[config.mk]
export PLATFORM = sky130hd
export DESIGN_NAME = lec_top
export DESIGN_NICKNAME = d
export VERILOG_FILES = /design/src/pkg/lec_pkg.sv /design/src/core/lec_sync.sv /design/src/core/lec_top.sv
export VERILOG_INCLUDE_DIRS = /design/src /design/src/pkg
export SDC_FILE = /design/constraint.sdc
export NUM_CORES = 1
export LEC_CHECK = 0
export BUFFER_PORTS_ARGS = -buffer_cell sky130_fd_sc_hd__buf_2
export CAP_MARGIN = 20
export CORE_AREA = 3 3 95 97
export CTS_BUF_LIST = sky130_fd_sc_hd__clkbuf_4 sky130_fd_sc_hd__clkbuf_8
export CTS_CLUSTER_SIZE = 8
export DETAILED_ROUTE_END_ITERATION = 10
export DIE_AREA = 0 0 98 100
export PLACE_DENSITY = 0.73
export SLEW_MARGIN = 20
export SYNTH_ARGS = -nofsm -noshare
export SYNTH_HDL_FRONTEND = slang
export SYNTH_SLANG_ARGS = --single-unit
export TNS_END_PERCENT = 100
[constraint.sdc]
create_clock -name core_clk -period 5.05 [get_ports core_clk]
set_input_delay 0.7575 -clock core_clk [delete_from_list [all_inputs] [get_ports core_clk]]
set_output_delay 0.7575 -clock core_clk [all_outputs]
set_load 0.02 [all_outputs]
[src/pkg/lec_map.svh]
/*
  Offsets, field positions, reset values and counts of the LVDS output and event count block.
  Assumes inclusion by bare name from the package and the design files.
*/
// Operation
// - Bits 2..0 enable lane 2..0 drivers.
// - Lane enables act only under override bit 6.
// - Rate bit 5 selects DDR or half clock.
// - Invert bit 4 flips forwarded clock polarity.
// - Delay field 3:2 adds 100 ps per step.
// - Select bit 3 picks counter for reading.
// - Writing bit 2 clears recovery counter.
// - Writing bit 1 clears data counter.
// - Accumulate bit 4 keeps errors across runs.
// - Bit 3 masks code errors from count, lock.
`ifndef LEC_MAP_SVH
`define LEC_MAP_SVH
`define LEC_OFS_LANE 8'h27
`define LEC_OFS_CLK 8'h28
`define LEC_OFS_EVT 8'h2b
`define LEC_OFS_ERR 8'h2d
`define LEC_OFS_EVCNT 8'h3d
`define LEC_OFS_ERRLO 8'h3e
`define LEC_OFS_ERRHI 8'h3f
`define LEC_BIT_OVR 6
`define LEC_BIT_CLKEN 5
`define LEC_BIT_LRST 6
`define LEC_BIT_RATE 5
`define LEC_BIT_INV 4
`define LEC_BIT_DLY_HI 3
`define LEC_BIT_DLY_LO 2
`define LEC_BIT_EVSEL 3
`define LEC_BIT_CLRREC 2
`define LEC_BIT_CLRDAT 1
`define LEC_BIT_CNTEN 0
`define LEC_BIT_ACC 4
`define LEC_BIT_MASK 3
`define LEC_RST_LANE 8'h00
`define LEC_RST_CLK 8'h28
`define LEC_RST_EVT 8'h00
`define LEC_RST_ERR 8'h00
`define LEC_DLY_STEP_PS 100
`define LEC_CLK_LOSS_CNT 8'hfe
`define LEC_NUM_LANES 3
`endif

[src/pkg/lec_pkg.sv]
/*
  Types of the LVDS output and event count block.
  Assumes lec_map.svh is on the include path.
*/
package lec_pkg;
  `include "lec_map.svh"
  typedef logic [7:0] lec_byte_t;
  typedef logic [1:0] lec_dly_t;
  typedef enum logic [1:0]
  {
    LEC_IDLE = 2'b00,
    LEC_RUN = 2'b01,
    LEC_HOLD = 2'b10
  } lec_out_state_t;
endpackage

[src/core/lec_sync.sv]
/*
  Two-flop synchroniser for one level.
  Assumes the input is asynchronous to clk.
*/
`timescale 1ns/1ns
module lec_sync
(
  // Clock and reset.
  input wire logic core_clk,
  input wire logic rst_n,
  // Level in and out.
  input wire logic d,
  output logic q
);
  logic s1_reg;
  always_ff @(posedge core_clk)
  begin
    if (!rst_n)
    begin
      s1_reg <= 1'b0;
      q <= 1'b0;
    end
    else
    begin
      s1_reg <= d;
      q <= s1_reg;
    end
  end
endmodule

[src/core/lec_top.sv]
/*
  Register bank for LVDS output control, event counters and error monitor.
  Assumes a register port of address, write data, write and read strobes on core_clk,
  and event inputs and the link clock arriving from other clock domains.
*/
`timescale 1ns/1ns
`include "lec_map.svh"
module lec_top
  import lec_pkg::*;
(
  // Clock and reset.
  input wire logic core_clk,
  input wire logic rst_n,
  // Register port.
  input wire lec_pkg::lec_byte_t reg_addr,
  input wire lec_pkg::lec_byte_t reg_wdata,
  input wire logic reg_wr,
  input wire logic reg_rd,
  output lec_pkg::lec_byte_t reg_rdata,
  // Link side inputs.
  input wire logic forwarded_clock,
  input wire logic lock_in,
  input wire logic code_error_in,
  input wire logic data_error_in,
  input wire logic run_start,
  // LVDS output controls.
  output logic lane2_driver_on,
  output logic lane1_driver_on,
  output logic lane0_driver_on,
  output logic clk_driver_on,
  output logic lvds_block_rst,
  output logic fwd_clock_rate_sel,
  output logic fwd_clock_polarity,
  output lec_pkg::lec_dly_t fwd_clock_delay,
  output logic lock_out
);
  import lec_pkg::*;

  // ********************************************************************
  // Input synchronisers.
  // ********************************************************************
  logic [4:0] raw_in;
  logic [4:0] syn;
  assign raw_in = {run_start, data_error_in, code_error_in, lock_in, forwarded_clock};
  genvar gi;
  generate
    for (gi = 0; gi < 5; gi = gi + 1)
    begin : g_sync
      lec_sync u_sync
      (
        .core_clk(core_clk),
        .rst_n(rst_n),
        .d(raw_in[gi]),
        .q(syn[gi])
      );
    end
  endgenerate

  // ********************************************************************
  // Registers.
  // ********************************************************************
  lec_byte_t lane_reg;
  lec_byte_t clk_reg;
  lec_byte_t evt_reg;
  lec_byte_t err_reg;
  logic wr_lane;
  logic wr_clk;
  logic wr_evt;
  logic wr_err;
  assign wr_lane = reg_wr && (reg_addr == `LEC_OFS_LANE);
  assign wr_clk = reg_wr && (reg_addr == `LEC_OFS_CLK);
  assign wr_evt = reg_wr && (reg_addr == `LEC_OFS_EVT);
  assign wr_err = reg_wr && (reg_addr == `LEC_OFS_ERR);

  always_ff @(posedge core_clk)
  begin
    if (!rst_n)
    begin
      lane_reg <= `LEC_RST_LANE;
      clk_reg <= `LEC_RST_CLK;
      evt_reg <= `LEC_RST_EVT;
      err_reg <= `LEC_RST_ERR;
    end
    else
    begin
      if (wr_lane)
        lane_reg <= reg_wdata;
      if (wr_clk)
        clk_reg <= reg_wdata & 8'h7c;
      if (wr_evt)
        evt_reg <= reg_wdata & 8'h0f;
      if (wr_err)
        err_reg <= reg_wdata & 8'h1f;
    end
  end

  // ********************************************************************
  // Event detection.
  // ********************************************************************
  logic clk_d_reg;
  logic lock_d_reg;
  logic [7:0] clk_idle_reg;
  logic clk_lost;
  logic lock_lost;
  logic code_err;
  assign lock_lost = lock_d_reg && !syn[1];
  assign clk_lost = (clk_idle_reg == `LEC_CLK_LOSS_CNT);
  assign code_err = syn[2] && !err_reg[`LEC_BIT_MASK];

  always_ff @(posedge core_clk)
  begin
    if (!rst_n)
    begin
      clk_d_reg <= 1'b0;
      lock_d_reg <= 1'b0;
      clk_idle_reg <= 8'h00;
    end
    else
    begin
      clk_d_reg <= syn[0];
      lock_d_reg <= syn[1];
      if (syn[0] != clk_d_reg)
        clk_idle_reg <= 8'h00;
      else if (clk_idle_reg != 8'hff)
        clk_idle_reg <= clk_idle_reg + 8'h01;
    end
  end

  // ********************************************************************
  // Counters.
  // ********************************************************************
  lec_byte_t rec_cnt_reg;
  lec_byte_t dat_cnt_reg;
  logic [15:0] err_cnt_reg;
  logic cnt_en;
  logic data_evt;
  assign cnt_en = evt_reg[`LEC_BIT_CNTEN];
  assign data_evt = syn[3] || code_err;

  always_ff @(posedge core_clk)
  begin
    if (!rst_n)
      rec_cnt_reg <= 8'h00;
    else if (wr_evt && reg_wdata[`LEC_BIT_CLRREC])
      rec_cnt_reg <= 8'h00;
    else if (cnt_en && (clk_lost || lock_lost) && rec_cnt_reg != 8'hff)
      rec_cnt_reg <= rec_cnt_reg + 8'h01;
  end

  always_ff @(posedge core_clk)
  begin
    if (!rst_n)
      dat_cnt_reg <= 8'h00;
    else if (wr_evt && reg_wdata[`LEC_BIT_CLRDAT])
      dat_cnt_reg <= 8'h00;
    else if (cnt_en && data_evt && dat_cnt_reg != 8'hff)
      dat_cnt_reg <= dat_cnt_reg + 8'h01;
  end

  always_ff @(posedge core_clk)
  begin
    if (!rst_n)
      err_cnt_reg <= 16'h0000;
    else if (syn[4] && !err_reg[`LEC_BIT_ACC])
      err_cnt_reg <= 16'h0000;
    else if (data_evt && err_cnt_reg != 16'hffff)
      err_cnt_reg <= err_cnt_reg + 16'h0001;
  end

  // ********************************************************************
  // Read port.
  // ********************************************************************
  lec_byte_t evt_view;
  assign evt_view = evt_reg[`LEC_BIT_EVSEL] ? dat_cnt_reg : rec_cnt_reg;

  always_ff @(posedge core_clk)
  begin
    if (!rst_n)
      reg_rdata <= 8'h00;
    else if (reg_rd)
    begin
      case (reg_addr)
        `LEC_OFS_LANE: reg_rdata <= lane_reg;
        `LEC_OFS_CLK: reg_rdata <= clk_reg;
        `LEC_OFS_EVT: reg_rdata <= evt_reg;
        `LEC_OFS_ERR: reg_rdata <= err_reg;
        `LEC_OFS_EVCNT: reg_rdata <= evt_view;
        `LEC_OFS_ERRLO: reg_rdata <= err_cnt_reg[7:0];
        `LEC_OFS_ERRHI: reg_rdata <= err_cnt_reg[15:8];
        default: reg_rdata <= 8'h00;
      endcase
    end
  end

  // ********************************************************************
  // Output control.
  // ********************************************************************
  lec_out_state_t st_reg;
  logic ovr;
  assign ovr = lane_reg[`LEC_BIT_OVR];

  always_ff @(posedge core_clk)
  begin
    if (!rst_n)
      st_reg <= LEC_IDLE;
    else
    begin
      case (st_reg)
        LEC_IDLE: st_reg <= LEC_RUN;
        LEC_RUN: st_reg <= clk_reg[`LEC_BIT_LRST] ? LEC_HOLD : LEC_RUN;
        LEC_HOLD: st_reg <= clk_reg[`LEC_BIT_LRST] ? LEC_HOLD : LEC_RUN;
        default: st_reg <= LEC_IDLE;
      endcase
    end
  end

  always_ff @(posedge core_clk)
  begin
    if (!rst_n)
    begin
      lane2_driver_on <= 1'b0;
      lane1_driver_on <= 1'b0;
      lane0_driver_on <= 1'b0;
      clk_driver_on <= 1'b0;
      lvds_block_rst <= 1'b1;
      fwd_clock_rate_sel <= 1'b1;
      fwd_clock_polarity <= 1'b0;
      fwd_clock_delay <= 2'h2;
      lock_out <= 1'b0;
    end
    else
    begin
      lane2_driver_on <= ovr ? lane_reg[2] : 1'b1;
      lane1_driver_on <= ovr ? lane_reg[1] : 1'b1;
      lane0_driver_on <= ovr ? lane_reg[0] : 1'b1;
      clk_driver_on <= ovr ? lane_reg[`LEC_BIT_CLKEN] : 1'b1;
      lvds_block_rst <= (st_reg != LEC_RUN) || clk_reg[`LEC_BIT_LRST];
      fwd_clock_rate_sel <= clk_reg[`LEC_BIT_RATE];
      fwd_clock_polarity <= clk_reg[`LEC_BIT_INV];
      fwd_clock_delay <= clk_reg[`LEC_BIT_DLY_HI:`LEC_BIT_DLY_LO];
      lock_out <= syn[1] && !code_err;
    end
  end
endmodule

; Word level (Yosys, flattened, before mapping)
; Index checks and enable logic that the tools add are counted.
[classes]
n_bitwise = 1
n_addsub = 4
n_eq_ne = 16
mux = 8
n_reduce_logical = 28
[ops]
columns = op, count
row1 = $eq A8 B6 Y1 const B, 7
row2 = $pmux W8 S7, 1
row3 = $add A8 B1 Y8 const B, 3
row4 = $ne A8 B8 Y1 const B, 3
row5 = $add A16 B1 Y16 const B, 1
row6 = $ne A16 B16 Y1 const B, 1
row7 = $logic_and A1 B1 Y1, 15
row8 = $reduce_or A2 Y1, 5
row9 = $eq A8 B8 Y1 const B, 1
row10 = $mux W8, 1
row11 = $logic_not A1 Y1, 4
row12 = $mux W1, 4
row13 = $pmux W2 S2, 1
row14 = $logic_or A1 B1 Y1, 3
row15 = $eq A2 B1 Y1 const B, 1
row16 = $eq A2 B2 Y1 const B, 1
row17 = $logic_not A2 Y1, 1
row18 = $mux W2, 1
row19 = $ne A2 B1 Y1 const B, 1
row20 = $ne A1 B1 Y1, 1
row21 = $not A1 Y1, 1
[word_totals]
register_bits = 94
output_inout_bits = 18
inputBits = 25
wordCells = 88

; Depth between registers and ports, before layout
; Gate-level depths: netlist (run 1).
[depth]
ltp_word = 5
mapped_depth = 7
depth_no_buf = 7

; Modules after synthesis
; From an unflattened synthesis (run 1), not the netlist that was laid out.
[hier_totals]
hier_cells = 478
area_unflattened_um2 = 4305.4
[modules_own_cells]
columns = module, instances, seq_area_each_um2, area_per_inst_um2, cells_per_inst
row1 = lec_top, 1, 1681.6, 4042.6, 458
row2 = lec_sync, 5, 40.0, 52.6, 4

; Least setup slack after synthesis (run 1)
; No wires, ideal clock.
[synth_path]
path_kind = input -> register
startpoint = in reg_addr[0]
endpoint = reg reg_rdata[3]
slack_ps = 3116
t_required_ps = 4928
cell_stages = 6
arrival_ps = 1811
path_buffers = 2
setup_ps = 122
cell_sequence = buf_2 -> buf_2 -> mux2_2 -> and3_1 -> a211oi_1 -> o21ai_0
[synth_between]
elab_chain_len = 2
elab_cells_between_ends = 8
cone_classes = 7 x eq/ne / 1 x mux
[synth_lines]
columns = element, line_no
row1 = start: declaration, lec_top.sv:15  ; input wire lec_pkg::lec_byte_t reg_addr,
row2 = $eq A8 B6 Y1, lec_top.sv:182  ; case (reg_addr)
row3 = $pmux W8 S7 (*), lec_top.sv:182
row4 = end signal: assignment, lec_top.sv:183  ; `LEC_OFS_LANE: reg_rdata <= lane_reg;
row5 = end signal: assignment, lec_top.sv:184  ; `LEC_OFS_CLK: reg_rdata <= clk_reg;
row6 = end signal: assignment, lec_top.sv:185  ; `LEC_OFS_EVT: reg_rdata <= evt_reg;
row7 = end: declaration, lec_top.sv:19  ; output lec_pkg::lec_byte_t reg_rdata,
; Mark *: on every way between the ends. The rest lies on a longest branch, timed or not.
; A chain may end at the register's enable or synchronous reset.

; Worst setup path after layout (run 1)
[layout_path]
startpoint = in reg_addr[4]
endpoint = reg dat_cnt_reg[0]
[layout_between]
elab_chain_len = 4
[layout_lines]
columns = element, line_no
row1 = $eq A8 B6 Y1, --
row2 = $logic_and A1 B1 Y1, lec_top.sv:72  ; assign wr_evt = reg_wr && (reg_addr == `LEC_OFS_EVT);
row3 = $logic_and A1 B1 Y1, lec_top.sv:154  ; else if (wr_evt && reg_wdata[`LEC_BIT_CLRDAT])
row4 = $reduce_or A2 Y1 (no line), --
row5 = end signal: assignment, lec_top.sv:157  ; dat_cnt_reg <= dat_cnt_reg + 8'h01;
row6 = end: declaration, lec_top.sv:133  ; lec_byte_t dat_cnt_reg;
; No other way between the ends.

==> results.cfg, run 1 <==
[die]
rows = 33
die_area_um2 = 9800
io_pins = 43
dieWidth_um = 98
die_h_um = 100
start_util_pct = 54.52
core_um2 = 8217

[clock_network]
h-tree-depth = 3
clock_path_buffers = 2
cts_resized = 0
cts_tree = done
clk-insertion-delay-late_ns = 0.36
cts.sinks = 94
cts_buffers = 9
holdBufCountCts = 0
root_buffer = clkbuf_8
clk_pin_slew_worst_paths_ns = 0.10
cts_setup_buffers = 0

[grt]
grt_pass1_wl_um = 17350
grt_max_degree = 55
first_global_vias = 3566
grtUsageTotal_pct = 21.56
antenna_found_initial = 0
grt_overflow = 0

[power_and_ir_drop]
p_switching_w = 0.0003426
p_int_w = 0.001022
ir_worst_vdd_mv = 0.2265
seqPwrFrac_pct = 55.7
p_per_area_nw_per_um2 = 276.3
power.share.clock_pct = 38.5
p_sw_share_pct = 25.11
leakage_nw = 1.895
p_comb_share_pct = 5.8

[timing]
worst_slack_ns = 3.095
finalSetupTns_ns = 0
hold_ws_ns = 0.4418
setup_viol = 0
period_share_pct = 38.71
slew_violations = 0
tightest_slew_ns = 0.7129
period_minus_slack_ns = 1.955
fmax_ghz = 0.5116
slew_headroom_pct = 52.47
rsz0062_at_grt = false
skew_ns = 0.009809
hold_violations = 0

[setup_path]
critical_path.slowest_cell = nor4b_4
cp_top_family = simple AND/OR/NAND/NOR gates
cp_max_fo = 11
endpoint_kind = flop
r2r_setup_slack_ns = 3.20
r2r_cells = 5
worstPathRequired_ns = 5.29
start_kind = primary input
r2r_end = reg_rdata[3]
arrival_ns = 2.20
cp_cell_sequence = buf_2, nor4b_4, and3_1, nand3_1, nand2_1, nor2_1
reg2reg_from = evt_reg[3]
path_buf_inv = 1
path_class = in2reg
max_stage_delay_ns = 0.39

[yosys]
ys_top_cells_by_area = dfxtp_1 42%, mux2i_1 4.9%, nand2_1 4.0%
synth-seq-cells = 94
synth.cell_area_um2 = 4479
ys.flop_type = dfxtp_1
synth_nets = 539
synth-seq-area-share_pct = 42.01
synth_edf_count = 0
syn_inst = 506
synth_top_area_cell = dfxtp_1
synth_top_area_share_pct = 42.01
yosysUniqueCellTypes = 60
avgSynthCellArea_um2 = 8.852
async_flop_share_pct = 0
yosys_warnings = 0

[cells_and_area]
area_growth_pct = 10.25
fin_util_pct = 60.10
final_cell_area_um2 = 4938
nets = 571
drive_gt1_share_pct = 15.29
diodes = 0
largest_reg_flops = 16

[route]
top_layer_used = met4
wirelength_um = 10190
ant_nets = 0
drt_iter0_markers = 204
firstDrtPassIters = 5
wl_per_cell_um = 15.72
vias_per_cell = 5.738
wl_met1_um = 4699
vias = 3718
wl_met2_um = 4779
route.detailed.drc = 0
dr_wl_met3_um = 497

[job]
cap_violations = 0

[run_status]
status = completed

[min_path]
hp-start = g_sync[3].u_sync.s1_reg
min_path_cells = 1
hp-class = reg2reg
hold_end = g_sync[3].u_sync.q

[placed_design]
dp_slack_ns = 2.736
gp_congestion = 0.9239
dp_hpwl_um = 7573
postPlaceCellArea_um2 = 4728
numPortBuffers = 42
[area by class of cell]
cell class	count	area, um2
clock buffer	9	123.9
timing repair buffer	43	217.7
tap	105	131.4
clock inverter	7	86.33
inverter	15	56.30
fill	718	3278
multi-input combinational	375	2441
sequential	94	1882
[power groups by stage]
stage,Sequential (W),Clock (W),Combinational [W]
2_1_floorplan,0.000779,0,0.0000497
6_report,0.000760,0.000526,0.0000790
3_5_place_dp,0.000777,0,0.0000790
4_1_cts,0.000760,0.000536,0.0000794
5_1_grt,0.000762,0.000569,0.0000890
3_3_place_gp,0.000776,0,0.0000772
[worst max-delay path by stage]
| stage | from | endpoint | slack (ns) | cells past startpoint |
|---|---|---|---|---|
| finish | reg_addr[4] | dat_cnt_reg[0] | 3.10 | 6 |
| global route | reg_addr[7] | reg_rdata[1] | 2.92 | 6 |
| CTS | reg_addr[4] | dat_cnt_reg[0] | 3.13 | 6 |
| detailed placement | reg_addr[4] | dat_cnt_reg[3] | 2.74 | 6 |
| global placement | reg_addr[3] | clk_reg[5] | 2.77 | 6 |
| floorplan | reg_addr[0] | reg_rdata[3] | 3.12 | 6 |
[synthesized netlist by cell type (2+ instances only)]
| library cell | n |
|---|---|
| nand4_1 | 8 |
| nor4b_1 | 2 |
| or2_2 | 2 |
| nor4_1 | 3 |
| o21ai_0 | 19 |
| o2bb2ai_1 | 2 |
| and3_2 | 3 |
| o21ai_1 | 2 |
| and4b_1 | 2 |
| and4_1 | 3 |
| nand2_2 | 2 |
| nand2_1 | 48 |
| a21oi_1 | 25 |
| xnor2_1 | 20 |
| or3_1 | 2 |
| clkbuf_1 | 10 |
| a31oi_1 | 6 |
| a41oi_1 | 3 |
| mux2_2 | 7 |
| mux2i_1 | 22 |
| nand3b_1 | 2 |
| and2_1 | 18 |
| nand2b_1 | 7 |
| clkbuf_2 | 2 |
| a211oi_1 | 5 |
| and3b_1 | 3 |
| o211ai_1 | 5 |
| buf_2 | 9 |
| a32oi_1 | 2 |
| nor3_1 | 5 |
| a32o_1 | 2 |
| nand3_1 | 29 |
| a22oi_1 | 3 |
| xor2_1 | 6 |
| nor3b_1 | 2 |
| a21boi_0 | 11 |
| inv_1 | 15 |
| and3_1 | 9 |
| ha_1 | 8 |
| dfxtp_1 | 94 |
| nor2b_1 | 18 |
| nor2_1 | 42 |
[layout by cell type, fill, tap and decap left out, types with 3 or more instances in the layout]
| cell | count |
|---|---|
| dfxtp_1 | 94 |
| nand2_1 | 48 |
| nor2_1 | 42 |
| buf_2 | 42 |
| nand3_1 | 29 |
| a21oi_1 | 25 |
| mux2i_1 | 22 |
| xnor2_1 | 20 |
| o21ai_0 | 19 |
| and2_1 | 18 |
| nor2b_1 | 18 |
| inv_1 | 15 |
| a21boi_0 | 11 |
| and3_1 | 9 |
| clkbuf_8 | 9 |
| nand4_1 | 8 |
| ha_1 | 8 |
| nand2b_1 | 7 |
| mux2_2 | 7 |
| xor2_1 | 6 |
| a31oi_1 | 6 |
| nor3_1 | 5 |
| o211ai_1 | 5 |
| a211oi_1 | 5 |
| and4_1 | 3 |
| and3_2 | 3 |
| and3b_1 | 3 |
| a41oi_1 | 3 |
| nor4_1 | 3 |
| a22oi_1 | 3 |
[worst reg2reg max path, stage by stage (launching register included)]
cell	delay, ns
dfxtp_1	0.70
mux2_2	0.44
a21oi_1	0.15
a21oi_1	0.05
a211oi_1	0.30
o21ai_0	0.10
[per-layer routing]
| metal | vias to the layer above | global-route usage [%] |
|---|---|---|
| li1 | 1850 | - |
| met1 | 1738 | 28.68 |
| met2 | 110 | 36.02 |
| met3 | 20 | 3.197 |
| met4 | 0 | 7.348 |
| met5 | - | 0 |
[stage by stage]
stage / std cells / power (W)
after floorplan: 506 / 0.0008283
after global placement: 632 / 0.0008536
after detailed placement: 632 / 0.0008560
after CTS: 648 / 0.001375
after global routing: 648 / 0.001419
final: 648 / 0.001365
[kinds of logic (layout without fill, tap and decap cells)]
family | after synthesis | in the layout | synth area share (%)
flip-flops | 94 | 94 | 42.01
buffers and inverters | 37 | 74 | 3.492
multiplexers | 29 | 29 | 6.676
AND/OR/NAND/NOR | 217 | 217 | 26.37
AO/OA/AOI/OAI | 95 | 95 | 14.13
adder cells (fa/ha/maj) | 8 | 8 | 2.235
XOR/XNOR | 26 | 26 | 5.084
Note: power is estimated with default switching activity, not from simulation.
==> inputs of run 2 (changes only) <==
Clock period 5.05 ns to 2 ns, I/O delays scaled along.
==> run 2 against run 1 <==
  * Utilization grew 0.85 points
  * Setup slack lost 2.9 ns
  * Register-to-register slack lost 3.0 ns
  * Combinational power grew to 2.7 times the previous value
  * Largest cell class unchanged
  * Cell count grew 1.4%
  * Via count grew 0.35%
  * First-iteration DRC count shrank 8.3%
  * Sequential power grew to 2.5 times the previous value
  * Highest routed layer unchanged
  * Non-clock buffer count grew 9
==> results.cfg, run 2 (synthesized netlist as in run 1, its figures left out) <==
[route]
route.detailed.drc = 0
wirelength_um = 10530
ant_nets = 0
firstDrtPassIters = 6
vias_per_cell = 5.679
vias = 3731
wl_per_cell_um = 16.03
drt_iter0_markers = 187

[cells_and_area]
fin_util_pct = 60.96
nets = 580
final_common_cell = dfxtp_1
num-fill-cells = 699
diodes = 0
final_cell_area_um2 = 5009
largest_reg_flops = 16
final_cell_mix = 94 x dfxtp_1, 48 x nand2_1, 42 x nor2_1, 42 x buf_2, 29 x nand3_1
drive_gt1_share_pct = 16.67
area_growth_pct = 11.82

[grt]
grt_pass1_wl_um = 17800
grt_max_degree = 42
grtUsageTotal_pct = 22.26
grt_overflow = 0
first_global_vias = 3683
antenna_found_initial = 0

[setup_path]
max_stage_delay_ns = 0.44
critical_path.slowest_cell = dfxtp_1
arrival_ns = 2.12
start_kind = flop
cp_max_fo = 5
endpoint_kind = flop
worstPathRequired_ns = 2.29
startpoint = err_cnt_reg[0]
cp_cell_sequence = ha_1, nand3_1, a211oi_4, o21ai_2, or3_1, a21oi_1
path_buf_inv = 0
path_class = reg2reg
cp_top_family = compound AO/OA/AOI/OAI gates
reg2reg_from = err_cnt_reg[0]

[timing]
slew_headroom_pct = 52.20
slew_violations = 0
fmax_ghz = 0.5467
skew_ns = 0.009471
rsz0062_at_grt = false
tightest_slew_ns = 0.7122
period_minus_slack_ns = 1.829
setup_viol = 0
hold_violations = 0
finalSetupTns_ns = 0
period_share_pct = 91.45

[clock_network]
cts_setup_buffers = 0
clock_path_buffers = 2
cts_tree = done
clk-insertion-delay-late_ns = 0.36
cts_resized = 0
cts_buffers = 9
holdBufCountCts = 0
root_buffer = clkbuf_8
clk_pin_slew_worst_paths_ns = 0.10
h-tree-depth = 3
cts.sinks = 94

[placed_design]
numPortBuffers = 42
postPlaceCellArea_um2 = 4796
gp_congestion = 0.9440
dp_hpwl_um = 7880

[run_status]
status = completed

[die]
die_area_um2 = 9800
core_um2 = 8217
start_util_pct = 54.52
die_h_um = 100
dieWidth_um = 98
io_pins = 43
rows = 33

[job]
cap_violations = 0

[min_path]
hp-start = run_start
hp-class = in2reg

[power_and_ir_drop]
ir_worst_vdd_mv = 0.4843
p_per_area_nw_per_um2 = 695.0
leakage_nw = 1.944
-- run 2: area by class of cell --
| type | instances | area [um2] | area share, % |
|---|---|---|---|
| sequential | 94 | 1882 | 37.57 |
| timing repair buffer | 52 | 285.3 | 5.696 |
| multi-input combinational | 375 | 2441 | 48.74 |
| tap | 105 | 131.4 | 2.623 |
| inverter | 15 | 56.30 | 1.124 |
| clock buffer | 10 | 137.6 | 2.748 |
| clock inverter | 6 | 75.07 | 1.499 |
-- run 2: stage by stage --
stage	power (W)	cells	hold slack, ns	worst slack (ns)
floorplan	0.002091	506	0.4119	0.4096
global placement	0.002167	641	0.4135	0.1728
detailed placement	0.002173	641	0.4218	0.1210
CTS	0.003516	657	0.1224	0.1815
global route	0.003616	657	0.1268	0.03597
finish	0.003481	657	0.1357	0.1710
-- run 2: power breakdown --
part	switching (W)	leakage, nW	internal (W)
Clock	0.000715	0.106	0.000635
Sequential	0.0000184	0.763	0.00190
Combinational	0.000132	1.08	0.0000821
-- run 2: path summary, 6_finish.rpt --
| kind | endpoint | slack, ns | cells after the start |
|---|---|---|---|
| setup / recovery | err_cnt_reg[10] | 0.17 | 6 |
| hold reg to reg | g_sync[1].u_sync.q | 0.44 | 1 |
| hold / removal | g_sync[4].u_sync.s1_reg | 0.14 | 2 |
| setup reg to reg | err_cnt_reg[10] | 0.17 | 6 |
-- run 2: routing by layer --
layer  track usage [%]  share of wire, %
met1             29.75                46
met2             36.28                46
met3             3.961               5.1
met4             8.094               2.0
met5                 0                 0
